--- src/hw/tss_pkg.sv ---
package tss_pkg;

    // ------------------------------------------------------------------
    // Clock and timing
    // ------------------------------------------------------------------
    localparam int CLK_MHZ = 125;
    localparam int T_RESET_PULSE_US = 1000;
    localparam int T_STARTUP_US = 100;
    localparam int RESET_PULSE_CYC = T_RESET_PULSE_US * CLK_MHZ;
    localparam int STARTUP_CYC = T_STARTUP_US * CLK_MHZ;
    localparam int CNT_W = 24;

    // ------------------------------------------------------------------
    // Register offsets
    // ------------------------------------------------------------------
    localparam int ADDR_W = 8;
    localparam logic [7:0] REG_CTRL_OFS = 8'h00;
    localparam logic [7:0] REG_STATUS_OFS = 8'h04;
    localparam logic [7:0] REG_EVT_EN_OFS = 8'h08;
    localparam logic [7:0] REG_EVENT_OFS = 8'h0c;
    localparam logic [7:0] REG_BOOT_OFS = 8'h10;
    localparam logic [7:0] REG_MODE_OFS = 8'h14;

    // ------------------------------------------------------------------
    // Field positions
    // ------------------------------------------------------------------
    localparam int CTRL_TRIP_LSB = 0;
    localparam int CTRL_RAIL_LSB = 2;
    localparam int CTRL_SPLIT_BIT = 6;
    localparam int STAT_CORE_LOW_BIT = 0;
    localparam int STAT_RAIL_LSB = 1;
    localparam int STAT_OT_WARN_BIT = 3;
    localparam int STAT_MODE_LSB = 4;
    localparam int EN_CORE_WARN_BIT = 0;
    localparam int EV_CORE_LOW_BIT = 0;
    localparam int EV_OT_WARN_BIT = 1;
    localparam int EV_SUPPLY_UP_BIT = 2;
    localparam int BOOT_TRIP_LSB = 0;
    localparam int BOOT_RAIL_BIT = 3;

    // ------------------------------------------------------------------
    // Reset values of the non-volatile boot defaults, and rail configuration codes
    // ------------------------------------------------------------------
    localparam logic [1:0] BOOT_TRIP_RST = 2'h0;
    localparam logic BOOT_RAIL_RST = 1'b0;
    localparam logic [1:0] RAIL_CFG_OFF = 2'h0;
    localparam logic [1:0] RAIL_CFG_NORMAL = 2'h1;
    localparam logic [1:0] RAIL_CFG_AWAKE = 2'h2;
    localparam logic [1:0] RAIL_CFG_ALWAYS = 2'h3;

    // Rail status codes.
    localparam logic [1:0] RAIL_ST_OK = 2'h0;
    localparam logic [1:0] RAIL_ST_UNDER = 2'h1;
    localparam logic [1:0] RAIL_ST_OVER = 2'h2;
    localparam logic [1:0] RAIL_ST_DISABLED = 2'h3;

    // ------------------------------------------------------------------
    // Comparator input positions
    // ------------------------------------------------------------------
    localparam int CMP_W = 17;
    localparam int CMP_T_SHUT = 0;
    localparam int CMP_T_REL = 1;
    localparam int CMP_T_WARN = 2;
    localparam int CMP_B_POFF = 3;
    localparam int CMP_B_PON = 4;
    localparam int CMP_B_2V = 5;
    localparam int CMP_CORE_LSB = 6;
    localparam int CMP_AUX_UNDER = 10;
    localparam int CMP_AUX_OVER = 11;
    localparam int CMP_ACT_HI = 12;
    localparam int CMP_DEACT_HI = 13;
    localparam int CMP_ACT_LO = 14;
    localparam int CMP_DEACT_LO = 15;
    localparam int CMP_WAKE = 16;

    typedef enum logic [2:0] {
        MODE_OFF = 3'b000,
        MODE_RESET = 3'b001,
        MODE_STANDBY = 3'b010,
        MODE_NORMAL = 3'b011,
        MODE_SLEEP = 3'b100,
        MODE_OVERTEMP = 3'b101
    } mode_t;

endpackage

--- src/hw/thermal_supply_supervisor.sv ---
// Behaviour
// - Temperature is supervised in all modes except Sleep and Off.
// - Overheat enters Overtemp, holds reset low, drops rails and CAN.
// - Below release threshold, Overtemp goes through Reset into Standby.
// - Crossing the warning threshold sets warning status and event.
// - Battery below power-off threshold forces Off from any mode.
// - 5 V parts keep the core rail on in Off until battery below 2 V.
// - Battery above power-on level, after start-up delay: Off to Reset.
// - Leaving Off after power-up sets the supply-up event.
// - Pass transistor follows load current; split bit picks thresholds.
// - Core rail below selected trip threshold causes a system reset.
// - 3.3 V parts use a fixed 90 percent trip threshold.
// - Each battery start-up loads trip select from its boot default.
// - Core below 90 percent latches a warning event when enabled.
// - A status bit shows whether core is below 90 percent.
// - Auxiliary rail is on only as its configuration field says.
// - CAN wake-up is detected even with the auxiliary rail off.
// - Power-on loads auxiliary rail configuration from its boot default.
// - Off-board rail is on only as its configuration field says.
// - Power-on loads off-board rail configuration from its boot default.
// - Rail status field reports auxiliary or off-board rail state.
// - Trip codes 00,01,10,11 mean 90,80,70,60 percent.
// - Rail codes: off, Normal, plus Standby and Reset, plus Sleep.
// - Boot default 0 loads rail code 00, 1 loads 11.
// - Rail status codes: ok, under, over, disabled.
`timescale 1ns/100ps
`default_nettype none

module thermal_supply_supervisor
    import tss_pkg::*;
#(
    parameter bit FIVE_VOLT = 1'b1,
    parameter bit EXT_RAIL = 1'b0,
    parameter int STARTUP_CYCLES = STARTUP_CYC,
    parameter int RESET_CYCLES = RESET_PULSE_CYC
) (
    input wire logic clk_i,
    input wire logic rst_n_i,
    // Classic Wishbone slave.
    input wire logic cyc_i,
    input wire logic stb_i,
    input wire logic we_i,
    input wire logic [3:0] sel_i,
    input wire logic [ADDR_W-1:0] adr_i,
    input wire logic [31:0] dat_i,
    output logic [31:0] dat_o,
    output logic ack_o,
    // Analog comparator outputs, asynchronous.
    input wire logic temp_shutdown_i,
    input wire logic temp_release_i,
    input wire logic temp_warn_i,
    input wire logic bat_poff_i,
    input wire logic bat_pon_i,
    input wire logic bat_below_2v_i,
    input wire logic [3:0] core_below_i,
    input wire logic rail_under_i,
    input wire logic rail_over_i,
    input wire logic pass_act_hi_i,
    input wire logic pass_deact_hi_i,
    input wire logic pass_act_lo_i,
    input wire logic pass_deact_lo_i,
    input wire logic can_wake_i,
    // Supply and reset controls.
    output logic reset_out_n_o,
    output logic core_rail_en_o,
    output logic aux_rail_en_o,
    output logic offboard_rail_en_o,
    output logic pass_en_o,
    output logic can_en_o,
    output logic [2:0] mode_o
);

    // ------------------------------------------------------------------
    // Elaboration checks
    // ------------------------------------------------------------------
    if (STARTUP_CYCLES < 1 || STARTUP_CYCLES >= (1 << CNT_W)) begin : g_chk_s
        $error("STARTUP_CYCLES out of range");
    end
    if (RESET_CYCLES < 1 || RESET_CYCLES >= (1 << CNT_W)) begin : g_chk_r
        $error("RESET_CYCLES out of range");
    end

    localparam logic [CNT_W-1:0] START_LAST = CNT_W'(STARTUP_CYCLES - 1);
    localparam logic [CNT_W-1:0] RESET_LAST = CNT_W'(RESET_CYCLES - 1);

    typedef struct packed {
        mode_t mode;
        logic [CNT_W-1:0] cnt;
        logic [1:0] trip;
        logic [1:0] rail;
        logic split;
        logic warn_en;
        logic [1:0] boot_trip;
        logic boot_rail;
        logic ev_core;
        logic ev_ot;
        logic ev_up;
        logic ot_prev;
        logic core_prev;
        logic pass_on;
        logic retain;
        logic ack;
        logic [31:0] rdata;
    } state_t;

    state_t s_q;
    state_t s_d;

    // ------------------------------------------------------------------
    // Comparator synchronisation
    // ------------------------------------------------------------------
    logic [CMP_W-1:0] cmp_raw;
    logic [CMP_W-1:0] cmp;

    assign cmp_raw = {can_wake_i, pass_deact_lo_i, pass_act_lo_i,
                      pass_deact_hi_i, pass_act_hi_i, rail_over_i,
                      rail_under_i, core_below_i, bat_below_2v_i,
                      bat_pon_i, bat_poff_i, temp_warn_i,
                      temp_release_i, temp_shutdown_i};

    sync2 #(
        .WIDTH(CMP_W)
    ) u_sync (
        .clk_i(clk_i),
        .rst_n_i(rst_n_i),
        .async_i(cmp_raw),
        .sync_o(cmp)
    );

    // ------------------------------------------------------------------
    // Derived conditions
    // ------------------------------------------------------------------
    logic temp_active;
    logic core_on;
    logic rail_on;
    logic core_uv;
    logic ot_status;
    logic [1:0] trip_eff;
    logic [1:0] rail_status;
    logic [31:0] rd_mux;
    logic [7:0] ofs;
    logic wr;
    logic mode_wr;
    logic ev_clr_wr;
    logic [2:0] ev_clr;

    assign ofs = adr_i[7:0];
    assign temp_active = s_q.mode != MODE_SLEEP &&
                         s_q.mode != MODE_OFF;
    assign trip_eff = FIVE_VOLT ? s_q.trip : 2'h0;
    assign core_uv = cmp[CMP_CORE_LSB + int'(trip_eff)];
    assign ot_status = temp_active && cmp[CMP_T_WARN];
    assign core_on = s_q.mode == MODE_RESET || s_q.mode == MODE_STANDBY ||
                     s_q.mode == MODE_NORMAL ||
                     (s_q.mode == MODE_OFF && s_q.retain);

    always_comb begin
        case (s_q.rail)
            RAIL_CFG_OFF: rail_on = 1'b0;
            RAIL_CFG_NORMAL: rail_on = s_q.mode == MODE_NORMAL;
            RAIL_CFG_AWAKE: rail_on = s_q.mode == MODE_NORMAL ||
                                      s_q.mode == MODE_STANDBY ||
                                      s_q.mode == MODE_RESET;
            RAIL_CFG_ALWAYS: rail_on = s_q.mode == MODE_NORMAL ||
                                       s_q.mode == MODE_STANDBY ||
                                       s_q.mode == MODE_RESET ||
                                       s_q.mode == MODE_SLEEP;
            default: rail_on = 1'b0;
        endcase
    end

    always_comb begin
        if (!rail_on) begin
            rail_status = RAIL_ST_DISABLED;
        end else if (cmp[CMP_AUX_OVER]) begin
            rail_status = RAIL_ST_OVER;
        end else if (cmp[CMP_AUX_UNDER]) begin
            rail_status = RAIL_ST_UNDER;
        end else begin
            rail_status = RAIL_ST_OK;
        end
    end

    // ------------------------------------------------------------------
    // Register read multiplexer
    // ------------------------------------------------------------------
    always_comb begin
        rd_mux = 32'h0;
        case (ofs)
            REG_CTRL_OFS: begin
                rd_mux[CTRL_TRIP_LSB +: 2] = trip_eff;
                rd_mux[CTRL_RAIL_LSB +: 2] = s_q.rail;
                rd_mux[CTRL_SPLIT_BIT] = s_q.split;
            end
            REG_STATUS_OFS: begin
                rd_mux[STAT_CORE_LOW_BIT] = cmp[CMP_CORE_LSB];
                rd_mux[STAT_RAIL_LSB +: 2] = rail_status;
                rd_mux[STAT_OT_WARN_BIT] = ot_status;
                rd_mux[STAT_MODE_LSB +: 3] = s_q.mode;
            end
            REG_EVT_EN_OFS: rd_mux[EN_CORE_WARN_BIT] = s_q.warn_en;
            REG_EVENT_OFS: begin
                rd_mux[EV_CORE_LOW_BIT] = s_q.ev_core;
                rd_mux[EV_OT_WARN_BIT] = s_q.ev_ot;
                rd_mux[EV_SUPPLY_UP_BIT] = s_q.ev_up;
            end
            REG_BOOT_OFS: begin
                rd_mux[BOOT_TRIP_LSB +: 2] = s_q.boot_trip;
                rd_mux[BOOT_RAIL_BIT] = s_q.boot_rail;
            end
            REG_MODE_OFS: rd_mux[2:0] = s_q.mode;
            default: rd_mux = 32'h0;
        endcase
    end

    // ------------------------------------------------------------------
    // Bus write decode
    // ------------------------------------------------------------------
    // A write takes effect on the edge at which the master sees ack.
    assign wr = cyc_i && stb_i && we_i && s_q.ack && sel_i[0];
    assign mode_wr = wr && ofs == REG_MODE_OFS;
    assign ev_clr_wr = wr && ofs == REG_EVENT_OFS;
    assign ev_clr = ev_clr_wr ? dat_i[2:0] : 3'h0;

    // ------------------------------------------------------------------
    // Next state
    // ------------------------------------------------------------------
    always_comb begin
        s_d = s_q;
        s_d.ack = cyc_i && stb_i && !s_q.ack;
        if (cyc_i && stb_i && !s_q.ack) begin
            s_d.rdata = rd_mux;
        end

        if (wr && ofs == REG_CTRL_OFS) begin
            s_d.trip = dat_i[CTRL_TRIP_LSB +: 2];
            s_d.rail = dat_i[CTRL_RAIL_LSB +: 2];
            s_d.split = dat_i[CTRL_SPLIT_BIT];
        end
        if (wr && ofs == REG_EVT_EN_OFS) begin
            s_d.warn_en = dat_i[EN_CORE_WARN_BIT];
        end
        if (wr && ofs == REG_BOOT_OFS) begin
            s_d.boot_trip = dat_i[BOOT_TRIP_LSB +: 2];
            s_d.boot_rail = dat_i[BOOT_RAIL_BIT];
        end

        // Events: a set in the same cycle as a clear wins.
        s_d.ot_prev = ot_status;
        s_d.core_prev = cmp[CMP_CORE_LSB];
        s_d.ev_ot = (s_q.ev_ot && !ev_clr[EV_OT_WARN_BIT]) ||
                    (ot_status && !s_q.ot_prev);
        s_d.ev_core = (s_q.ev_core && !ev_clr[EV_CORE_LOW_BIT]) ||
                      (s_q.warn_en && cmp[CMP_CORE_LSB] &&
                       !s_q.core_prev);
        s_d.ev_up = s_q.ev_up && !ev_clr[EV_SUPPLY_UP_BIT];

        // Pass transistor hysteresis on the chosen threshold pair.
        if (!core_on || s_q.mode == MODE_OFF) begin
            s_d.pass_on = 1'b0;
        end else if (s_q.split) begin
            s_d.pass_on = s_q.pass_on ? !cmp[CMP_DEACT_LO] : cmp[CMP_ACT_LO];
        end else begin
            s_d.pass_on = s_q.pass_on ? !cmp[CMP_DEACT_HI] : cmp[CMP_ACT_HI];
        end

        if (cmp[CMP_B_2V] || !FIVE_VOLT) begin
            s_d.retain = 1'b0;
        end

        if (cmp[CMP_B_POFF] && s_q.mode != MODE_OFF) begin
            s_d.mode = MODE_OFF;
            s_d.cnt = '0;
            s_d.retain = FIVE_VOLT && !cmp[CMP_B_2V];
        end else begin
            case (s_q.mode)
                MODE_OFF: begin
                    if (cmp[CMP_B_PON] && !cmp[CMP_B_POFF]) begin
                        if (s_q.cnt >= START_LAST) begin
                            s_d.mode = MODE_RESET;
                            s_d.cnt = '0;
                            s_d.retain = 1'b0;
                            s_d.ev_up = 1'b1;
                            s_d.trip = s_q.boot_trip;
                            s_d.rail = s_q.boot_rail ? RAIL_CFG_ALWAYS :
                                       RAIL_CFG_OFF;
                        end else begin
                            s_d.cnt = s_q.cnt + 1'b1;
                        end
                    end else begin
                        s_d.cnt = '0;
                    end
                end
                MODE_OVERTEMP: begin
                    if (cmp[CMP_T_REL]) begin
                        s_d.mode = MODE_RESET;
                        s_d.cnt = '0;
                    end
                end
                MODE_RESET: begin
                    if (cmp[CMP_T_SHUT]) begin
                        s_d.mode = MODE_OVERTEMP;
                    end else if (core_uv) begin
                        s_d.cnt = '0;
                    end else if (s_q.cnt >= RESET_LAST) begin
                        s_d.mode = MODE_STANDBY;
                        s_d.cnt = '0;
                    end else begin
                        s_d.cnt = s_q.cnt + 1'b1;
                    end
                end
                MODE_STANDBY, MODE_NORMAL: begin
                    if (cmp[CMP_T_SHUT]) begin
                        s_d.mode = MODE_OVERTEMP;
                    end else if (core_uv) begin
                        s_d.mode = MODE_RESET;
                        s_d.cnt = '0;
                    end else if (mode_wr && (dat_i[2:0] == MODE_STANDBY ||
                                 dat_i[2:0] == MODE_NORMAL ||
                                 dat_i[2:0] == MODE_SLEEP)) begin
                        s_d.mode = mode_t'(dat_i[2:0]);
                    end
                end
                MODE_SLEEP: begin
                    // Wake detection does not depend on the rail state.
                    if (cmp[CMP_WAKE]) begin
                        s_d.mode = MODE_RESET;
                        s_d.cnt = '0;
                    end
                end
                default: begin
                    s_d.mode = MODE_OFF;
                    s_d.cnt = '0;
                end
            endcase
        end
    end

    always_ff @(posedge clk_i or negedge rst_n_i) begin
        if (!rst_n_i) begin
            s_q <= '0;
            s_q.mode <= MODE_OFF;
            s_q.boot_trip <= BOOT_TRIP_RST;
            s_q.boot_rail <= BOOT_RAIL_RST;
        end else begin
            s_q <= s_d;
        end
    end

    // ------------------------------------------------------------------
    // Outputs
    // ------------------------------------------------------------------
    assign ack_o = s_q.ack;
    assign dat_o = s_q.rdata;
    assign mode_o = s_q.mode;
    assign reset_out_n_o = !(s_q.mode == MODE_OFF ||
                             s_q.mode == MODE_RESET ||
                             s_q.mode == MODE_OVERTEMP);
    assign core_rail_en_o = core_on;
    assign aux_rail_en_o = !EXT_RAIL && rail_on;
    assign offboard_rail_en_o = EXT_RAIL && rail_on;
    assign pass_en_o = s_q.pass_on;
    assign can_en_o = s_q.mode == MODE_NORMAL && (EXT_RAIL || rail_on);

endmodule

`default_nettype wire

--- src/hw/sync2.sv ---
`timescale 1ns/100ps
`default_nettype none

module sync2 #(
    parameter int WIDTH = 1
) (
    input wire logic clk_i,
    input wire logic rst_n_i,
    input wire logic [WIDTH-1:0] async_i,
    output logic [WIDTH-1:0] sync_o
);

    typedef struct packed {
        logic [WIDTH-1:0] meta;
        logic [WIDTH-1:0] stable;
    } sync_state_t;

    sync_state_t s_q;
    sync_state_t s_d;

    always_comb begin
        s_d.meta = async_i;
        s_d.stable = s_q.meta;
    end

    always_ff @(posedge clk_i or negedge rst_n_i) begin
        if (!rst_n_i) begin
            s_q <= '0;
        end else begin
            s_q <= s_d;
        end
    end

    assign sync_o = s_q.stable;

endmodule

`default_nettype wire

--- config.mk ---
export PLATFORM = sky130hd
export DESIGN_NAME = thermal_supply_supervisor
export DESIGN_NICKNAME = d
export VERILOG_FILES = /design/src/hw/tss_pkg.sv /design/src/hw/thermal_supply_supervisor.sv /design/src/hw/sync2.sv
export SDC_FILE = /design/constraint.sdc
export NUM_CORES = 1
export LEC_CHECK = 0
export BUFFER_PORTS_ARGS = -buffer_cell sky130_fd_sc_hd__buf_2
export CORE_ASPECT_RATIO = 0.5
export CORE_MARGIN = 2
export CORE_UTILIZATION = 54
export CTS_BUF_LIST = sky130_fd_sc_hd__clkbuf_16
export DETAILED_ROUTE_END_ITERATION = 16
export PLACE_DENSITY = 0.9
export RECOVER_POWER = 100
export REMOVE_ABC_BUFFERS = 1
export SLEW_MARGIN = 20
export SYNTH_ARGS = -nofsm -noshare
export SYNTH_HDL_FRONTEND = slang
export SYNTH_SLANG_ARGS = --single-unit
--- constraint.sdc ---
create_clock -name clk_i -period 2.5 [get_ports clk_i]
set_input_delay 0.5 -clock clk_i [delete_from_list [all_inputs] [get_ports clk_i]]
set_output_delay 0.5 -clock clk_i [all_outputs]
set_load 0.1 [all_outputs]
==> results_dict.tcl <==
set metrics [dict create \
    hold_start "core_below_i[3]" \
    die_area_um2 8989 \
    final_common_cell "dfrtp_1" \
    drt-initial-drc-count 413 \
    timing.rr.end "s_q[59]" \
    ir_worst_vdd_uv 366.1 \
    arrival_ns 2.59 \
    ant_nets 0 \
    criticalPathCategory "reg2reg" \
    cts_tree "yes" \
    pwr-share-comb 0.108 \
    hold_class "in2reg" \
    numPortBuffers 51 \
    fin_ws_ns 0.1564 \
    gr-total-overflow 0 \
    regArea_um2 2128 \
    drt_wl_total_um 10280 \
    num_vias 3657 \
    hold_slack_ns 0.2598 \
    p_sw_w 0.0008928 \
    path_buf_inv 1 \
    synth-edff-count 0 \
    reg2reg_from "s_q[49]" \
    drc_errors 0 \
    cts_hold_buf 0 \
    finalNetCount 550 \
    ys.flop_type "dfrtp_1" \
    fp.dieW_um 132.1 \
    slowest_stage "dfrtp_1" \
    grt_pass1_wl_um 16840 \
    synth-seq-area-share 0.4801 \
    reg2reg_depth 7 \
    synth_area_um2 4430 \
    antennaDiodeCount 0 \
    cpLargestDelayFamily "compound AO/OA/AOI/OAI gates" \
    maxCapViolations 0 \
    setup_tns_ns 0 \
    grt_use_total 0.2397 \
    required_ns 2.75 \
    period_needed_ns 2.344 \
    clockBufferDepth 2 \
    final_util 0.6184 \
    cts_buffers 9 \
    p_int_w 0.002245 \
    drive_gt1_frac 0.2136 \
    setup_violations 0 \
    worstSetupStartpoint "s_q[49]" \
    routedWlPerCell_um 17.16 \
    fin_worst_skew_ns 0.007393 \
    worst_pin_slew_ns 1.182 \
    io_pins 108 \
    rrSetupSlack_ns 0.16 \
    grt_max_degree 45 \
    crit_chain "ha_1, a2111oi_1, o21ai_0, clkbuf_1, a211oi_4, o21ai_4, o211ai_1" \
    first_global_vias 3484 \
    avgSynthCellArea_um2 10.07 \
    start_kind "register" \
    yosysWarnings 0 \
    hpwlAfterDp_um 6649 \
    clock_latency_ns 0.34 \
    firstDrtPassIters 6 \
    htree_levels 3 \
    power.share.clock 0.436 \
    fp.dieH_um 68.05 \
    p_seq_frac 0.455 \
    area_delta_synth_final_pct 11.27 \
    placeableCoreArea_um2 7971 \
    crit_fanout 20 \
    clkTransAtPathRegs_ns 0.06 \
    synthDistinctLibCells 59 \
    grt_antenna_before_repair 0 \
    async_flop_share 1.000 \
    ys_ff_latch 85 \
    sw_frac_of_total 0.2845 \
    syn_inst 440 \
    pre_cts_ws_ns 0.1005 \
    slowest_delay_ns 0.43 \
    post_cts_buffers 0 \
    clock-sinks 85 \
    post-route-period-util 0.9374 \
    min_path_cells 1 \
    min_to "u_sync.s_d[9]" \
    clockRootBuffer "clkbuf_16" \
    finalNonFillerCells 599 \
    finalHoldViolations 0 \
    multi_input_area_um2 1958 \
    start_util 0.5558 \
    leakage_nw 2.169 \
    routabilityCongestion 0.9059 \
    outcome "completed" \
    fillers 617 \
    avgViaCountPerCell 6.105 \
    drv_slew 0 \
    critPathCaptureType "register" \
    dp_cells 583 \
    rows 23 \
    power_density_nw_per_um2 636.5 \
    max_clock_freq_ghz 0.4267 \
    slew_headroom 0.2152 \
    grt_setup_unrepaired "no" \
    final_cell_mix "dfrtp_1, nand2_1, buf_2" \
]
[per-stage QoR]
| step | total power (W) | area, um2 |
|---|---|---|
| floorplan | 0.001704 | 4141 |
| global placement | 0.001794 | 4664 |
| detailed placement | 0.001799 | 4664 |
| CTS | 0.003147 | 4974 |
| global route | 0.003230 | 4930 |
| finish | 0.003138 | 4930 |
[cell usage after synthesis (7+ instances only)]
cell	number	area share
a31oi_1	8	0.011
inv_1	11	0.0093
buf_4	37	0.063
nand2_1	45	0.038
nor4_1	7	0.0099
nor2_1	26	0.022
a21oi_1	19	0.021
o211ai_2	10	0.028
nand3_1	18	0.020
mux2_2	14	0.036
o2111ai_1	14	0.028
dfrtp_1	85	0.48
clkbuf_1	16	0.014
nor3_1	10	0.011
o21ai_0	16	0.018
[per-layer routing]
metal / part of all wire / global-route usage / vias up
met5: 0 / 0 / -
met4: 0.027 / 0.1046 / 0
met3: 0.079 / 0.06815 / 30
met2: 0.48 / 0.4180 / 214
met1: 0.41 / 0.2875 / 1767
li1: - / - / 1646
[worst max path at each step]
stage / to / slack [ns] / cells after the start
4_1_cts: s_q[50] / 0.08 / 7
2_1_floorplan: can_en_o / -2.26 / 2
5_1_grt: s_q[59] / 0.02 / 7
6_report: s_q[59] / 0.16 / 7
3_5_place_dp: s_q[50] / 0.10 / 7
3_3_place_gp: s_q[59] / 0.18 / 7
[registers in the layout, indices dropped and copies added, names as in the netlist]
name           flops
ack_o              1
s_q               37
dat_o              7
u_sync.s_d        17
mode_o             3
trip_eff           2
u_sync.sync_o     17
pass_en_o          1
[worst reg2reg max path, cell delays in order (launching register included)]
cell	delay, ns
dfrtp_1	0.43
ha_1	0.25
a2111oi_1	0.41
o21ai_0	0.16
clkbuf_1	0.18
a211oi_4	0.32
o21ai_4	0.24
o211ai_1	0.26
[logic make-up after synthesis]
| kind of cell | share of synthesized area |
|---|---|
| xor gates and xnor gates | 0.001977 |
| buffers and inverters | 0.09574 |
| adders and majority gates | 0.005647 |
| other | 0.0008464 |
| DFF | 0.4801 |
| AOI/OAI and AO/OA | 0.1912 |
| and+or+nand+nor | 0.1697 |
| muxes | 0.05479 |
[power by group through the flow]
stage | logic, W | clock network, W | registers (W)
floorplan | 0.000212 | 0 | 0.00149
global placement | 0.000342 | 0 | 0.00145
detailed placement | 0.000344 | 0 | 0.00145
CTS | 0.000346 | 0.00137 | 0.00143
global route | 0.000357 | 0.00144 | 0.00143
finish | 0.000340 | 0.00137 | 0.00143
[cell type report]
class | instances | share of cell area
Clock buffer | 9 | 0.04569
Clock inverter | 7 | 0.01650
Inverter | 11 | 0.008376
Multi-Input combinational cell | 309 | 0.3972
Sequential cell | 85 | 0.4317
Tap cell | 112 | 0.02843
Timing Repair Buffer | 66 | 0.07208
[what timing repair did]
action	4_1_cts	5_1_grt
gates resized for setup	1	7
cloned	0	0
endpoints found under the setup margin	1	23
(Power assumes the default switching activity.)
